<file path="src/rtl/bssi_pkg.sv">
// register map, field positions, reset values and timing for the battery switchover block
package bssi_pkg;
  localparam int ADDR_W = 10;
  localparam int DATA_W = 32;
  localparam int REG_W  = 8;

  // register indices; byte address on the bus is four times the index
  localparam logic [7:0] IDX_IRQ_EN_PRI2      = 8'hA9;
  localparam logic [7:0] IDX_SUPPLY_IRQ_EN    = 8'hEC;
  localparam logic [7:0] IDX_SUPPLY_IRQ_FLAGS = 8'hF8;
  localparam logic [7:0] IDX_PERIPHERAL_CFG   = 8'hF4;
  localparam logic [7:0] IDX_SWITCHOVER_CFG   = 8'hF5;
  localparam logic [7:0] IDX_IRQ_PIN_CFG      = 8'hFF;
  localparam logic [7:0] IDX_DELTA_THR        = 8'hF3;
  localparam logic [7:0] IDX_CONV_START       = 8'hD8;
  localparam logic [7:0] IDX_BAT_THR          = 8'hFA;
  localparam logic [7:0] IDX_BAT_READING      = 8'hDF;
  localparam logic [7:0] IDX_DCIN_READING     = 8'hEF;
  localparam logic [7:0] IDX_MONITOR_CTRL     = 8'hE1;

  // field positions
  localparam int GLOBAL_IRQ_EN_BIT  = 1;
  localparam int FLAG_RESTORE       = 7;
  localparam int FLAG_SAG           = 5;
  localparam int FLAG_DCIN_DELTA    = 3;
  localparam int FLAG_BATTERY       = 2;
  localparam int FLAG_SWITCHOVER    = 1;
  localparam int FLAG_DCIN_LOW      = 0;
  localparam logic [7:0] FLAG_MASK  = 8'hAF;
  localparam int SWCFG_DISABLE_BIT  = 1;
  localparam int SWCFG_TRIG_LSB     = 2;
  localparam int SOURCE_BIT         = 6;
  localparam int INT1_CFG_LSB       = 2;
  localparam logic [1:0] INT1_BATTERY_PIN = 2'h1;
  localparam int MONCTL_READY_BIT   = 0;
  localparam int MONCTL_BAT_ALL_BIT = 4;

  // reset values
  localparam logic [7:0] REG_RST   = 8'h00;
  localparam logic [7:0] SWCFG_RST = 8'h04;

  // timing
  localparam int unsigned CLK_PERIOD_NS     = 10;
  localparam int unsigned SLOW_TICK_NS      = 1_000_000;
  localparam int unsigned SLOW_TICK_CYC     = SLOW_TICK_NS / CLK_PERIOD_NS;
  localparam int unsigned DCIN_PERIOD_TICKS = 1000;
  localparam int unsigned VDD_QUAL_TICKS    = 16;
  localparam int unsigned DCIN_QUAL_TICKS   = 16;

  typedef enum logic {BSSI_ON_MAIN, BSSI_ON_BATT} bssi_src_type;
endpackage

</file>
<file path="src/rtl/bssi_qualify.sv">
// qualification timer: level must stay good for a number of slow ticks
`timescale 1ns/1ps
module bssi_qualify #(
  parameter int unsigned TICKS = 16
) (
  input  wire logic i_clk,
  input  wire logic i_rst_n,
  input  wire logic i_tick,
  input  wire logic i_good,
  output logic      o_qualified
);
  logic [15:0] cnt_q;
  wire logic   done = (cnt_q >= 16'(TICKS));

  always_ff @(posedge i_clk or negedge i_rst_n) begin
    if (!i_rst_n) begin
      cnt_q       <= 16'h0000;
      o_qualified <= 1'b0;
    end else begin
      // any dip restarts the whole qualification time
      if (!i_good) begin
        cnt_q <= 16'h0000;
      end else if (i_tick && !done) begin
        cnt_q <= cnt_q + 16'h0001;
      end
      o_qualified <= i_good && done;
    end
  end
endmodule // bssi_qualify

</file>
<file path="src/rtl/bssi_sync.sv">
// two-flop synchroniser for comparator outputs and the battery-control pin
`timescale 1ns/1ps
module bssi_sync #(
  parameter int WIDTH = 3
) (
  input  wire logic             i_clk,
  input  wire logic             i_rst_n,
  input  wire logic [WIDTH-1:0] i_async,
  output logic      [WIDTH-1:0] o_sync
);
  logic [WIDTH-1:0] meta_q;

  always_ff @(posedge i_clk or negedge i_rst_n) begin
    if (!i_rst_n) begin
      meta_q <= '0;
      o_sync <= '0;
    end else begin
      meta_q <= i_async;
      o_sync <= meta_q;
    end
  end
endmodule // bssi_sync

</file>
<file path="src/rtl/bssi_top.sv">
// battery switchover sequencer with the shared supply-event interrupt
// Notes on behaviour
// - switchover on by default; config bit 1 set keeps supply on main
// - peripheral config bit 6 reads 1 on main supply, 0 on battery
// - trigger select 00 enables switchover on low DC input; off by default
// - trigger select bit 1 clear enables switchover on low main supply
// - battery-control pin rising edge switches to battery when pin function enabled
// - return to main only when every enabled trigger is false or switchover is disabled
// - with DC trigger, both DC input and main must stay good qualified time
// - with only main trigger, main must stay good qualified time
// - with pin enabled, return also needs the pin low
// - global supply interrupt enable is clear after reset
// - per-event enable register picks which flags drive the interrupt
// - flags stay latched until software writes zero to them
// - main-to-battery change sets the switchover flag
// - battery-to-main change sets the restore flag
// - switchover and restore flags set regardless of their enables
// - DC readings differing by more than delta threshold set a flag
// - periodic DC conversions, write to start register launches one, ready flag
// - battery flag on reading below threshold or on each new reading
// - DC comparator flag set while DC input is below its reference
// - sag flag set on sag event from the metering engine
// - metering converters marked unavailable while on battery
`timescale 1ns/1ps
module bssi_top #(
  parameter int unsigned SLOW_DIV    = bssi_pkg::SLOW_TICK_CYC,
  parameter int unsigned DCIN_PERIOD = bssi_pkg::DCIN_PERIOD_TICKS
) (
  input  wire logic [bssi_pkg::ADDR_W-1:0] i_avs_address,
  input  wire logic                        i_clk,
  input  wire logic                        i_rst_n,
  input  wire logic                        i_avs_read,
  input  wire logic                        i_avs_write,
  input  wire logic [bssi_pkg::DATA_W-1:0] i_avs_writedata,
  input  wire logic [3:0]                  i_avs_byteenable,
  output logic      [bssi_pkg::DATA_W-1:0] o_avs_readdata,
  output logic                             o_avs_waitrequest,
  input  wire logic                        i_dcin_low_cmp,
  input  wire logic                        i_vdd_low_cmp,
  input  wire logic                        i_battery_control_pin,
  input  wire logic                        i_dcin_adc_valid,
  input  wire logic [bssi_pkg::REG_W-1:0]  i_dcin_adc_data,
  input  wire logic                        i_bat_adc_valid,
  input  wire logic [bssi_pkg::REG_W-1:0]  i_bat_adc_data,
  input  wire logic                        i_sag_event,
  output logic                             o_on_battery,
  output logic                             o_meter_adc_enable,
  output logic                             o_dcin_conv_start,
  output logic                             o_power_supply_monitor_irq
);
  import bssi_pkg::*;

  localparam int DIV_W = $clog2(SLOW_DIV);
  localparam int PER_W = $clog2(DCIN_PERIOD);

  function automatic logic idx_hit(input logic [7:0] a, input logic [7:0] b);
    return a == b;
  endfunction

  function automatic logic [7:0] abs_delta(input logic [7:0] a, input logic [7:0] b);
    return (a > b) ? (a - b) : (b - a);
  endfunction

  // register storage
  logic [7:0]   irq_enable_priority_two_q;
  logic [7:0]   supply_irq_enable_q;
  logic [7:0]   supply_irq_flags_q;
  logic [7:0]   peripheral_config_q;
  logic [7:0]   switchover_config_q;
  logic [7:0]   irq_pin_config_q;
  logic [7:0]   adc_delta_threshold_q;
  logic [7:0]   battery_threshold_q;
  logic [7:0]   battery_reading_q;
  logic [7:0]   dcin_reading_q;
  logic         dcin_have_prev_q;
  logic         dcin_ready_q;
  logic         bat_every_reading_q;
  logic         pin_prev_q;
  logic [DIV_W-1:0] div_q;
  logic [PER_W-1:0] per_q;
  bssi_src_type state_q;
  bssi_src_type state_d;
  logic [2:0]   synced;
  logic         vdd_qual;
  logic         dcin_qual;

  // bus access decode
  wire logic [7:0] sel_idx  = i_avs_address[ADDR_W-1:2];
  wire logic       rd_acc   = i_avs_read & ~o_avs_waitrequest;
  wire logic       wr_acc   = i_avs_write & ~o_avs_waitrequest & i_avs_byteenable[0];
  wire logic [7:0] wdat     = i_avs_writedata[7:0];
  wire logic       wr_ien2  = wr_acc & idx_hit(sel_idx, IDX_IRQ_EN_PRI2);
  wire logic       wr_ien   = wr_acc & idx_hit(sel_idx, IDX_SUPPLY_IRQ_EN);
  wire logic       wr_flags = wr_acc & idx_hit(sel_idx, IDX_SUPPLY_IRQ_FLAGS);
  wire logic       wr_perif = wr_acc & idx_hit(sel_idx, IDX_PERIPHERAL_CFG);
  wire logic       wr_swcfg = wr_acc & idx_hit(sel_idx, IDX_SWITCHOVER_CFG);
  wire logic       wr_pincf = wr_acc & idx_hit(sel_idx, IDX_IRQ_PIN_CFG);
  wire logic       wr_delta = wr_acc & idx_hit(sel_idx, IDX_DELTA_THR);
  wire logic       wr_start = wr_acc & idx_hit(sel_idx, IDX_CONV_START);
  wire logic       wr_bthr  = wr_acc & idx_hit(sel_idx, IDX_BAT_THR);
  wire logic       wr_monct = wr_acc & idx_hit(sel_idx, IDX_MONITOR_CTRL);

  // synchronised inputs
  wire logic dcin_low_s = synced[0];
  wire logic vdd_low_s  = synced[1];
  wire logic pin_s      = synced[2];
  wire logic pin_rise   = pin_s & ~pin_prev_q;

  // trigger selection
  wire logic [1:0] trig_sel    = switchover_config_q[SWCFG_TRIG_LSB +: 2];
  wire logic       sw_disable  = switchover_config_q[SWCFG_DISABLE_BIT];
  wire logic       dcin_trig   = (trig_sel == 2'h0);
  wire logic       vdd_trig    = ~trig_sel[1];
  wire logic       pin_trig    = (irq_pin_config_q[INT1_CFG_LSB +: 2] == INT1_BATTERY_PIN);
  wire logic       go_battery  = ~sw_disable & ((dcin_trig & dcin_low_s)
                                 | (vdd_trig & vdd_low_s)
                                 | (pin_trig & pin_rise));
  // a disable while on battery forces the supply home at once
  wire logic       may_return  = sw_disable
                                 | (((~dcin_trig & ~vdd_trig) | vdd_qual)
                                 & (~dcin_trig | dcin_qual)
                                 & (~pin_trig | ~pin_s));

  always_comb begin
    state_d = state_q;
    case (state_q)
      BSSI_ON_MAIN: if (go_battery) state_d = BSSI_ON_BATT;
      BSSI_ON_BATT: if (may_return) state_d = BSSI_ON_MAIN;
      default:      state_d = BSSI_ON_MAIN;
    endcase
  end

  // slow always-on tick and background conversion period
  wire logic tick      = (div_q == DIV_W'(SLOW_DIV - 1));
  wire logic per_done  = tick & (per_q == PER_W'(DCIN_PERIOD - 1));
  wire logic conv_go   = per_done | wr_start;

  // event sources for the flag register
  wire logic switch_ev = (state_q == BSSI_ON_MAIN) & (state_d == BSSI_ON_BATT);
  wire logic restor_ev = (state_q == BSSI_ON_BATT) & (state_d == BSSI_ON_MAIN);
  wire logic delta_ev  = i_dcin_adc_valid & dcin_have_prev_q
                         & (abs_delta(i_dcin_adc_data, dcin_reading_q) > adc_delta_threshold_q);
  wire logic bat_ev    = i_bat_adc_valid
                         & (bat_every_reading_q | (i_bat_adc_data < battery_threshold_q));
  wire logic [7:0] flag_set = {restor_ev, 1'b0, i_sag_event, 1'b0,
                               delta_ev, bat_ev, switch_ev, dcin_low_s};
  // a set in the same cycle as a clear wins
  wire logic [7:0] flag_keep = wr_flags ? (supply_irq_flags_q & wdat)
                                        : supply_irq_flags_q;
  wire logic [7:0] flags_d   = (flag_keep | flag_set) & FLAG_MASK;
  wire logic       irq_d     = irq_enable_priority_two_q[GLOBAL_IRQ_EN_BIT]
                               & |(supply_irq_flags_q & supply_irq_enable_q);
  wire logic       ready_d   = i_dcin_adc_valid
                               | (dcin_ready_q & ~(wr_monct & ~wdat[MONCTL_READY_BIT]));

  // read selection; unmapped indices read zero
  wire logic [7:0] src_view = {peripheral_config_q[7], (state_q == BSSI_ON_MAIN),
                               peripheral_config_q[5:0]};
  wire logic [7:0] monctl_v = {3'h0, bat_every_reading_q, 3'h0, dcin_ready_q};
  wire logic [7:0] rd_mux   =
      idx_hit(sel_idx, IDX_IRQ_EN_PRI2)      ? irq_enable_priority_two_q :
      idx_hit(sel_idx, IDX_SUPPLY_IRQ_EN)    ? supply_irq_enable_q :
      idx_hit(sel_idx, IDX_SUPPLY_IRQ_FLAGS) ? supply_irq_flags_q :
      idx_hit(sel_idx, IDX_PERIPHERAL_CFG)   ? src_view :
      idx_hit(sel_idx, IDX_SWITCHOVER_CFG)   ? switchover_config_q :
      idx_hit(sel_idx, IDX_IRQ_PIN_CFG)      ? irq_pin_config_q :
      idx_hit(sel_idx, IDX_DELTA_THR)        ? adc_delta_threshold_q :
      idx_hit(sel_idx, IDX_BAT_THR)          ? battery_threshold_q :
      idx_hit(sel_idx, IDX_BAT_READING)      ? battery_reading_q :
      idx_hit(sel_idx, IDX_DCIN_READING)     ? dcin_reading_q :
      idx_hit(sel_idx, IDX_MONITOR_CTRL)     ? monctl_v : REG_RST;

  bssi_sync #(
    .WIDTH (3)
  ) u_sync (
    .i_clk   (i_clk),
    .i_rst_n (i_rst_n),
    .i_async ({i_battery_control_pin, i_vdd_low_cmp, i_dcin_low_cmp}),
    .o_sync  (synced)
  );

  bssi_qualify #(
    .TICKS (VDD_QUAL_TICKS)
  ) u_vdd_qual (
    .i_clk       (i_clk),
    .i_rst_n     (i_rst_n),
    .i_tick      (tick),
    .i_good      (~vdd_low_s),
    .o_qualified (vdd_qual)
  );

  bssi_qualify #(
    .TICKS (DCIN_QUAL_TICKS)
  ) u_dcin_qual (
    .i_clk       (i_clk),
    .i_rst_n     (i_rst_n),
    .i_tick      (tick),
    .i_good      (~dcin_low_s),
    .o_qualified (dcin_qual)
  );

  // bus handshake: one wait cycle, read data captured while waiting
  always_ff @(posedge i_clk or negedge i_rst_n) begin
    if (!i_rst_n) begin
      o_avs_waitrequest <= 1'b1;
      o_avs_readdata    <= 32'h0000_0000;
    end else begin
      o_avs_waitrequest <= o_avs_waitrequest ? ~(i_avs_read | i_avs_write) : 1'b1;
      if (i_avs_read && o_avs_waitrequest) begin
        o_avs_readdata <= {{(DATA_W - REG_W){1'b0}}, rd_mux};
      end
    end
  end

  // software-written configuration
  always_ff @(posedge i_clk or negedge i_rst_n) begin
    if (!i_rst_n) begin
      irq_enable_priority_two_q <= REG_RST;
      supply_irq_enable_q       <= REG_RST;
      peripheral_config_q       <= REG_RST;
      switchover_config_q       <= SWCFG_RST;
      irq_pin_config_q          <= REG_RST;
      adc_delta_threshold_q     <= REG_RST;
      battery_threshold_q       <= REG_RST;
      bat_every_reading_q       <= 1'b0;
    end else begin
      if (wr_ien2)  irq_enable_priority_two_q <= wdat;
      if (wr_ien)   supply_irq_enable_q       <= wdat;
      if (wr_perif) peripheral_config_q       <= wdat;
      if (wr_swcfg) switchover_config_q       <= wdat;
      if (wr_pincf) irq_pin_config_q          <= wdat;
      if (wr_delta) adc_delta_threshold_q     <= wdat;
      if (wr_bthr)  battery_threshold_q       <= wdat;
      if (wr_monct) bat_every_reading_q       <= wdat[MONCTL_BAT_ALL_BIT];
    end
  end

  // supply source, flags and monitor readings
  always_ff @(posedge i_clk or negedge i_rst_n) begin
    if (!i_rst_n) begin
      state_q            <= BSSI_ON_MAIN;
      supply_irq_flags_q <= REG_RST;
      dcin_ready_q       <= 1'b0;
      pin_prev_q         <= 1'b0;
    end else begin
      state_q            <= state_d;
      supply_irq_flags_q <= flags_d;
      dcin_ready_q       <= ready_d;
      pin_prev_q         <= pin_s;
    end
  end

  always_ff @(posedge i_clk or negedge i_rst_n) begin
    if (!i_rst_n) begin
      dcin_reading_q    <= REG_RST;
      dcin_have_prev_q  <= 1'b0;
      battery_reading_q <= REG_RST;
    end else begin
      if (i_dcin_adc_valid) dcin_reading_q    <= i_dcin_adc_data;
      if (i_dcin_adc_valid) dcin_have_prev_q  <= 1'b1;
      if (i_bat_adc_valid)  battery_reading_q <= i_bat_adc_data;
    end
  end

  // dividers and registered outputs
  always_ff @(posedge i_clk or negedge i_rst_n) begin
    if (!i_rst_n) begin
      div_q                      <= '0;
      per_q                      <= '0;
      o_on_battery               <= 1'b0;
      o_meter_adc_enable         <= 1'b1;
      o_dcin_conv_start          <= 1'b0;
      o_power_supply_monitor_irq <= 1'b0;
    end else begin
      div_q                      <= tick ? '0 : div_q + DIV_W'(1);
      if (tick) per_q            <= per_done ? '0 : per_q + PER_W'(1);
      o_on_battery               <= (state_d == BSSI_ON_BATT);
      o_meter_adc_enable         <= (state_d == BSSI_ON_MAIN);
      o_dcin_conv_start          <= conv_go;
      o_power_supply_monitor_irq <= irq_d;
    end
  end
endmodule // bssi_top

</file>
<file path="config.mk">
export PLATFORM = sky130hd
export DESIGN_NAME = bssi_top
export DESIGN_NICKNAME = d
export VERILOG_FILES = /design/src/rtl/bssi_pkg.sv /design/src/rtl/bssi_qualify.sv /design/src/rtl/bssi_sync.sv /design/src/rtl/bssi_top.sv
export SDC_FILE = /design/constraint.sdc
export NUM_CORES = 1
export LEC_CHECK = 0
export BUFFER_PORTS_ARGS = -buffer_cell sky130_fd_sc_hd__buf_2
export CORE_MARGIN = 1.5
export CORE_UTILIZATION = 35
export DETAILED_ROUTE_END_ITERATION = 10
export GPL_ROUTABILITY_DRIVEN = 0
export MAX_ROUTING_LAYER = met4
export SETUP_SLACK_MARGIN = 0.05
export SLEW_MARGIN = 20
export SYNTH_ARGS = -nofsm -noshare
export SYNTH_HDL_FRONTEND = slang
export SYNTH_SLANG_ARGS = --single-unit
export TNS_END_PERCENT = 10
</file>
<file path="constraint.sdc">
create_clock -name i_clk -period 3.9 [get_ports i_clk]
set_clock_uncertainty 0.15 [all_clocks]
set_input_delay 0.78 -clock i_clk [delete_from_list [all_inputs] [get_ports i_clk]]
set_output_delay 0.78 -clock i_clk [all_outputs]
set_load 0.005 [all_outputs]
</file>
==> PnR_summary.wiki <==
{| class="wikitable"
! Metric !! Value
|-
| Endpoint required time on the critical path || between 4000 and 5000 ps
|-
| Top post-synthesis cells by area || sky130_fd_sc_hd__dfrtp_1, sky130_fd_sc_hd__mux2_2, sky130_fd_sc_hd__ha_1, sky130_fd_sc_hd__o21ai_0, sky130_fd_sc_hd__nand2_1
|-
| Worst slack, placed || -215 ps
|-
| Post-synthesis area per instance || 10.4 um2
|-
| CTS tree || built
|-
| Effective utilization at floorplan || 0.359
|-
| Sequential cell area in the final layout || just over 0.004 mm2
|-
| Count of input and output buffers || 55
|-
| Number of failing hold endpoints at the final stage || 0
|-
| GR Layer Usage met2 || 0.259
|-
| RSZ-0062 raised after global routing || false
|-
| Slew at the pin with the worst max-slew slack || ~780 ps
|-
| Highest attainable clock frequency || roughly 280 MHz
|-
| Nets@finish || a little under 1000
|-
| Max Root-Sink Buffers || 2
|-
| Clock buffers created by TritonCTS || 17
|-
| Critical-path maximum fanout || 4
|-
| Core Footprint || 0.0236 mm2
|-
| Highest-count cells in the layout ignoring fill and taps || sky130_fd_sc_hd__dfrtp_1, sky130_fd_sc_hd__nand2_1, sky130_fd_sc_hd__mux2_2
|-
| Antenna violations before repair || 0
|-
| Count of final max-slew check failures || 0
|-
| Most used routing layer in global routing || met2
|-
| I/O pin count || around 110
|-
| Maximum number of pins on one net before global-route repair || 70
|-
| Path depth of the worst reg2reg path || 15
|-
| Setup tns final || 0 ps
|-
| Final count of negative-setup-slack endpoints || 0
|-
| CTS H-Tree Depth || 4
|-
| Share of flip-flops with an asynchronous set or reset || 1.00
|-
| Total via count in the routed design || slightly above 6000
|-
| Area enclosed by the die boundary || about 0.025 mm2
|-
| Post-detailed-route wirelength per cell || ~17 um
|-
| Critical setup path kind || in2reg
|-
| Total track usage || 0.177
|-
| Vias in the first global route || ~6000
|-
| Design Power || 3.96 mW
|-
| Post-synthesis sequential area ratio || 0.476
|-
| Fillers || roughly 2300
|-
| Met3 Track Usage GR || 0.0313
|-
| Worst setup slack after layout || roughly 300 ps
|-
| FF+latch count, synth || 161
|-
| Crit path capture type || register
|-
| First drt pass iteration count || 5
|-
| Post-Syn Instances || 813
|-
| Leak pwr || approximately 4.5 nW
|-
| Worst EP arrival || 3820 ps
|-
| Yosys warnings || 0
|-
| Critical Path Start Type || primary input
|-
| Share of final-layout standard cells stronger than drive strength 1 || 0.219
|-
| Slew Limit Headroom || 0.475
|-
| Most used flip-flop cell after synthesis || sky130_fd_sc_hd__dfrtp_1
|-
| Post-route ant nets || 0
|-
| Most common cell after layout, fill and taps aside || sky130_fd_sc_hd__dfrtp_1
|-
| Die Span Y || roughly 160 um
|-
| Post-place instance area || a little over 0.009 mm2
|-
| Portion of the clock cycle consumed by the worst path in the final layout || 0.924
|-
| Drt total wl || roughly 20000 um
|-
| Startpoint of the worst-slack reg-to-reg timing path || dcin_reading_q[0]
|-
| Half-perimeter wire length after placement || about 15000 um
|-
| Number of inserted diodes || 0
|-
| Setup slack of the most critical reg-to-reg path || between 300 and 400 ps
|-
| Largest voltage drop on the vdd net || roughly 0.26 mV
|-
| Top-area cell type share of the netlist area || 0.467
|-
| Number of max-cap violations || 0
|-
| Global-route wire length before repair || 33000 um
|-
| Clock latency reported for the late side of the worst-skew pair || ~430 ps
|-
| Kind of path behind the tightest hold check || in2async
|-
| Clock sink count || ~160
|-
| Post-Layout Inst Area || 0.00973 mm2
|-
| Vias per Instance || around 5.1
|-
| Row count || 56
|-
| Final global-route overflow total || 0
|-
| Outcome || finished clean
|-
| Clock Pin Slew Worst Setup and Hold Paths || around 80 ps
|-
| Cell type with the largest total area after synthesis || sky130_fd_sc_hd__dfrtp_1
|-
| Met1 GRT Util || 0.251
|-
| Synth-to-Final Area Change || 15.0%
|-
| Synth Cell Area || roughly 0.0085 mm2
|-
| Iter 0 DRT Violations || around 470
|-
| Count of unique library cells instantiated by Yosys || 69
|-
| Worst hold margin || roughly 190 ps
|-
| CTS Hold Buffers Added || 0
|-
| Multi-input gate area in the final layout || 0.00406 mm2
|-
| DRC violation count after routing || 0
|-
| Number of enable flip-flop cells after synthesis || 0
|-
| Endpoint of the worst register-to-register path || supply_irq_flags_q[3]
|-
| Horizontal extent of the die || ~160 um
|-
| Root buf cell || sky130_fd_sc_hd__clkbuf_16
|-
| Power density normalized to cell area || between 400 and 500 mW/mm2
|-
| Shortest period the worst path allows || between 3000 and 4000 ps
|}
[cell type report]
cell class              count  share of cell area
repair buffers             81              0.0503
inverters                  45              0.0174
clock buffers              17              0.0437
multi-input cells         577               0.417
flip-flops and latches    161               0.414
well taps                 319              0.0410
clock inverters            15              0.0168
[critical path, cell delays in order]
cell and delay [ps]:
sky130_fd_sc_hd__buf_2 110, sky130_fd_sc_hd__inv_1 60, sky130_fd_sc_hd__ha_1 160, sky130_fd_sc_hd__inv_1 50, sky130_fd_sc_hd__fa_1 380, sky130_fd_sc_hd__a21o_1 180
sky130_fd_sc_hd__and4_1 200, sky130_fd_sc_hd__o21a_2 260, sky130_fd_sc_hd__o2bb2ai_2 180, sky130_fd_sc_hd__mux2_2 340, sky130_fd_sc_hd__nor3_1 180, sky130_fd_sc_hd__ha_1 270
sky130_fd_sc_hd__nand4_1 100, sky130_fd_sc_hd__o211a_1 180, sky130_fd_sc_hd__nand2_1 50, sky130_fd_sc_hd__a221o_1 250, sky130_fd_sc_hd__nand3_1 70
[logic make-up (layout without fill, tap and decap cells)]
kind of cell	count (synthesis)	count (layout)	share of synthesized area
muxes	68	68	0.0907
AOI/OAI and AO/OA	166	166	0.131
other	1	24	0.000443
xor gates and xnor gates	27	27	0.0279
buffers and inverters	98	158	0.0563
and+or+nand+nor	254	254	0.159
adders and majority gates	38	38	0.0579
DFF	161	161	0.476
[report_power, final]
part           switching, mW  leakage [nW]  total (mW)  internal [mW]
combinational          0.297          2.16       0.540          0.243
sequential            0.0463          2.07        1.77           1.72
clock                  0.786         0.286        1.65          0.859
[per-stage QoR]
stage | instances | util
after floorplan | 836 | -
after global placement | 1183 | 0.387
after detailed placement | 1183 | 0.387
after CTS | 1215 | 0.412
after global routing | 1215 | 0.412
final | 1215 | 0.412
[how the worst max path moves through the flow]
stage,from,to,slack (ps),depth (start not counted)
after global placement,i_dcin_adc_data[0],supply_irq_flags_q[3],-180,17
after global routing,i_dcin_adc_data[0],supply_irq_flags_q[3],60,18
final,i_dcin_adc_data[0],supply_irq_flags_q[3],300,17
after CTS,i_dcin_adc_data[0],supply_irq_flags_q[3],250,17
after detailed placement,i_dcin_adc_data[0],supply_irq_flags_q[3],-210,17
after floorplan,i_dcin_adc_data[0],supply_irq_flags_q[3],70,17
[routing by layer]
metal  vias to the layer above  wire length (um)
met1                      3017             10000
met3                        31               825
met2                       175              8930
met4                         0               361
met5                         -                 0
li1                       2996                 -
[synth_stat cells, types with 5 or more instances]
cell and instances:
sky130_fd_sc_hd__dfrtp_1 158, sky130_fd_sc_hd__xnor2_1 17, sky130_fd_sc_hd__nor2b_1 28, sky130_fd_sc_hd__o22ai_1 6, sky130_fd_sc_hd__mux2i_1 7, sky130_fd_sc_hd__and3_1 9
sky130_fd_sc_hd__nand2_1 63, sky130_fd_sc_hd__o21ai_0 58, sky130_fd_sc_hd__o31ai_1 5, sky130_fd_sc_hd__xor2_1 10, sky130_fd_sc_hd__nand3b_1 11, sky130_fd_sc_hd__nor2_1 51
sky130_fd_sc_hd__ha_1 36, sky130_fd_sc_hd__a21o_1 11, sky130_fd_sc_hd__buf_2 8, sky130_fd_sc_hd__a221o_1 5, sky130_fd_sc_hd__nor4_1 7, sky130_fd_sc_hd__and4_1 5
sky130_fd_sc_hd__a22oi_1 9, sky130_fd_sc_hd__nand3_1 19, sky130_fd_sc_hd__o21a_1 8, sky130_fd_sc_hd__nor3_1 8, sky130_fd_sc_hd__a31oi_1 7, sky130_fd_sc_hd__inv_1 45
sky130_fd_sc_hd__a21oi_1 19, sky130_fd_sc_hd__nand4_1 17, sky130_fd_sc_hd__nand2b_1 7, sky130_fd_sc_hd__mux2_2 60, sky130_fd_sc_hd__clkbuf_1 17, sky130_fd_sc_hd__buf_4 24
[repair_timing]
action	CTS	global route
endpoints found under the setup margin	0	1
endpoints found under the hold margin	0	0
buffers inserted	0	0
resized for setup	0	3
[registers in the layout, summed over array words and instances, names as in the netlist, 7 cells and up]
name / count
dcin_reading_q: 8
u_dcin_qual.cnt_q: 16
battery_threshold_q: 8
adc_delta_threshold_q: 8
irq_pin_config_q: 8
switchover_config_q: 8
div_q: 17
u_vdd_qual.cnt_q: 16
battery_reading_q: 8
peripheral_config_q: 7
supply_irq_enable_q: 8
per_q: 10
o_avs_readdata: 8
irq_enable_priority_two_q: 8
Note: power is estimated with default switching activity, not from simulation.
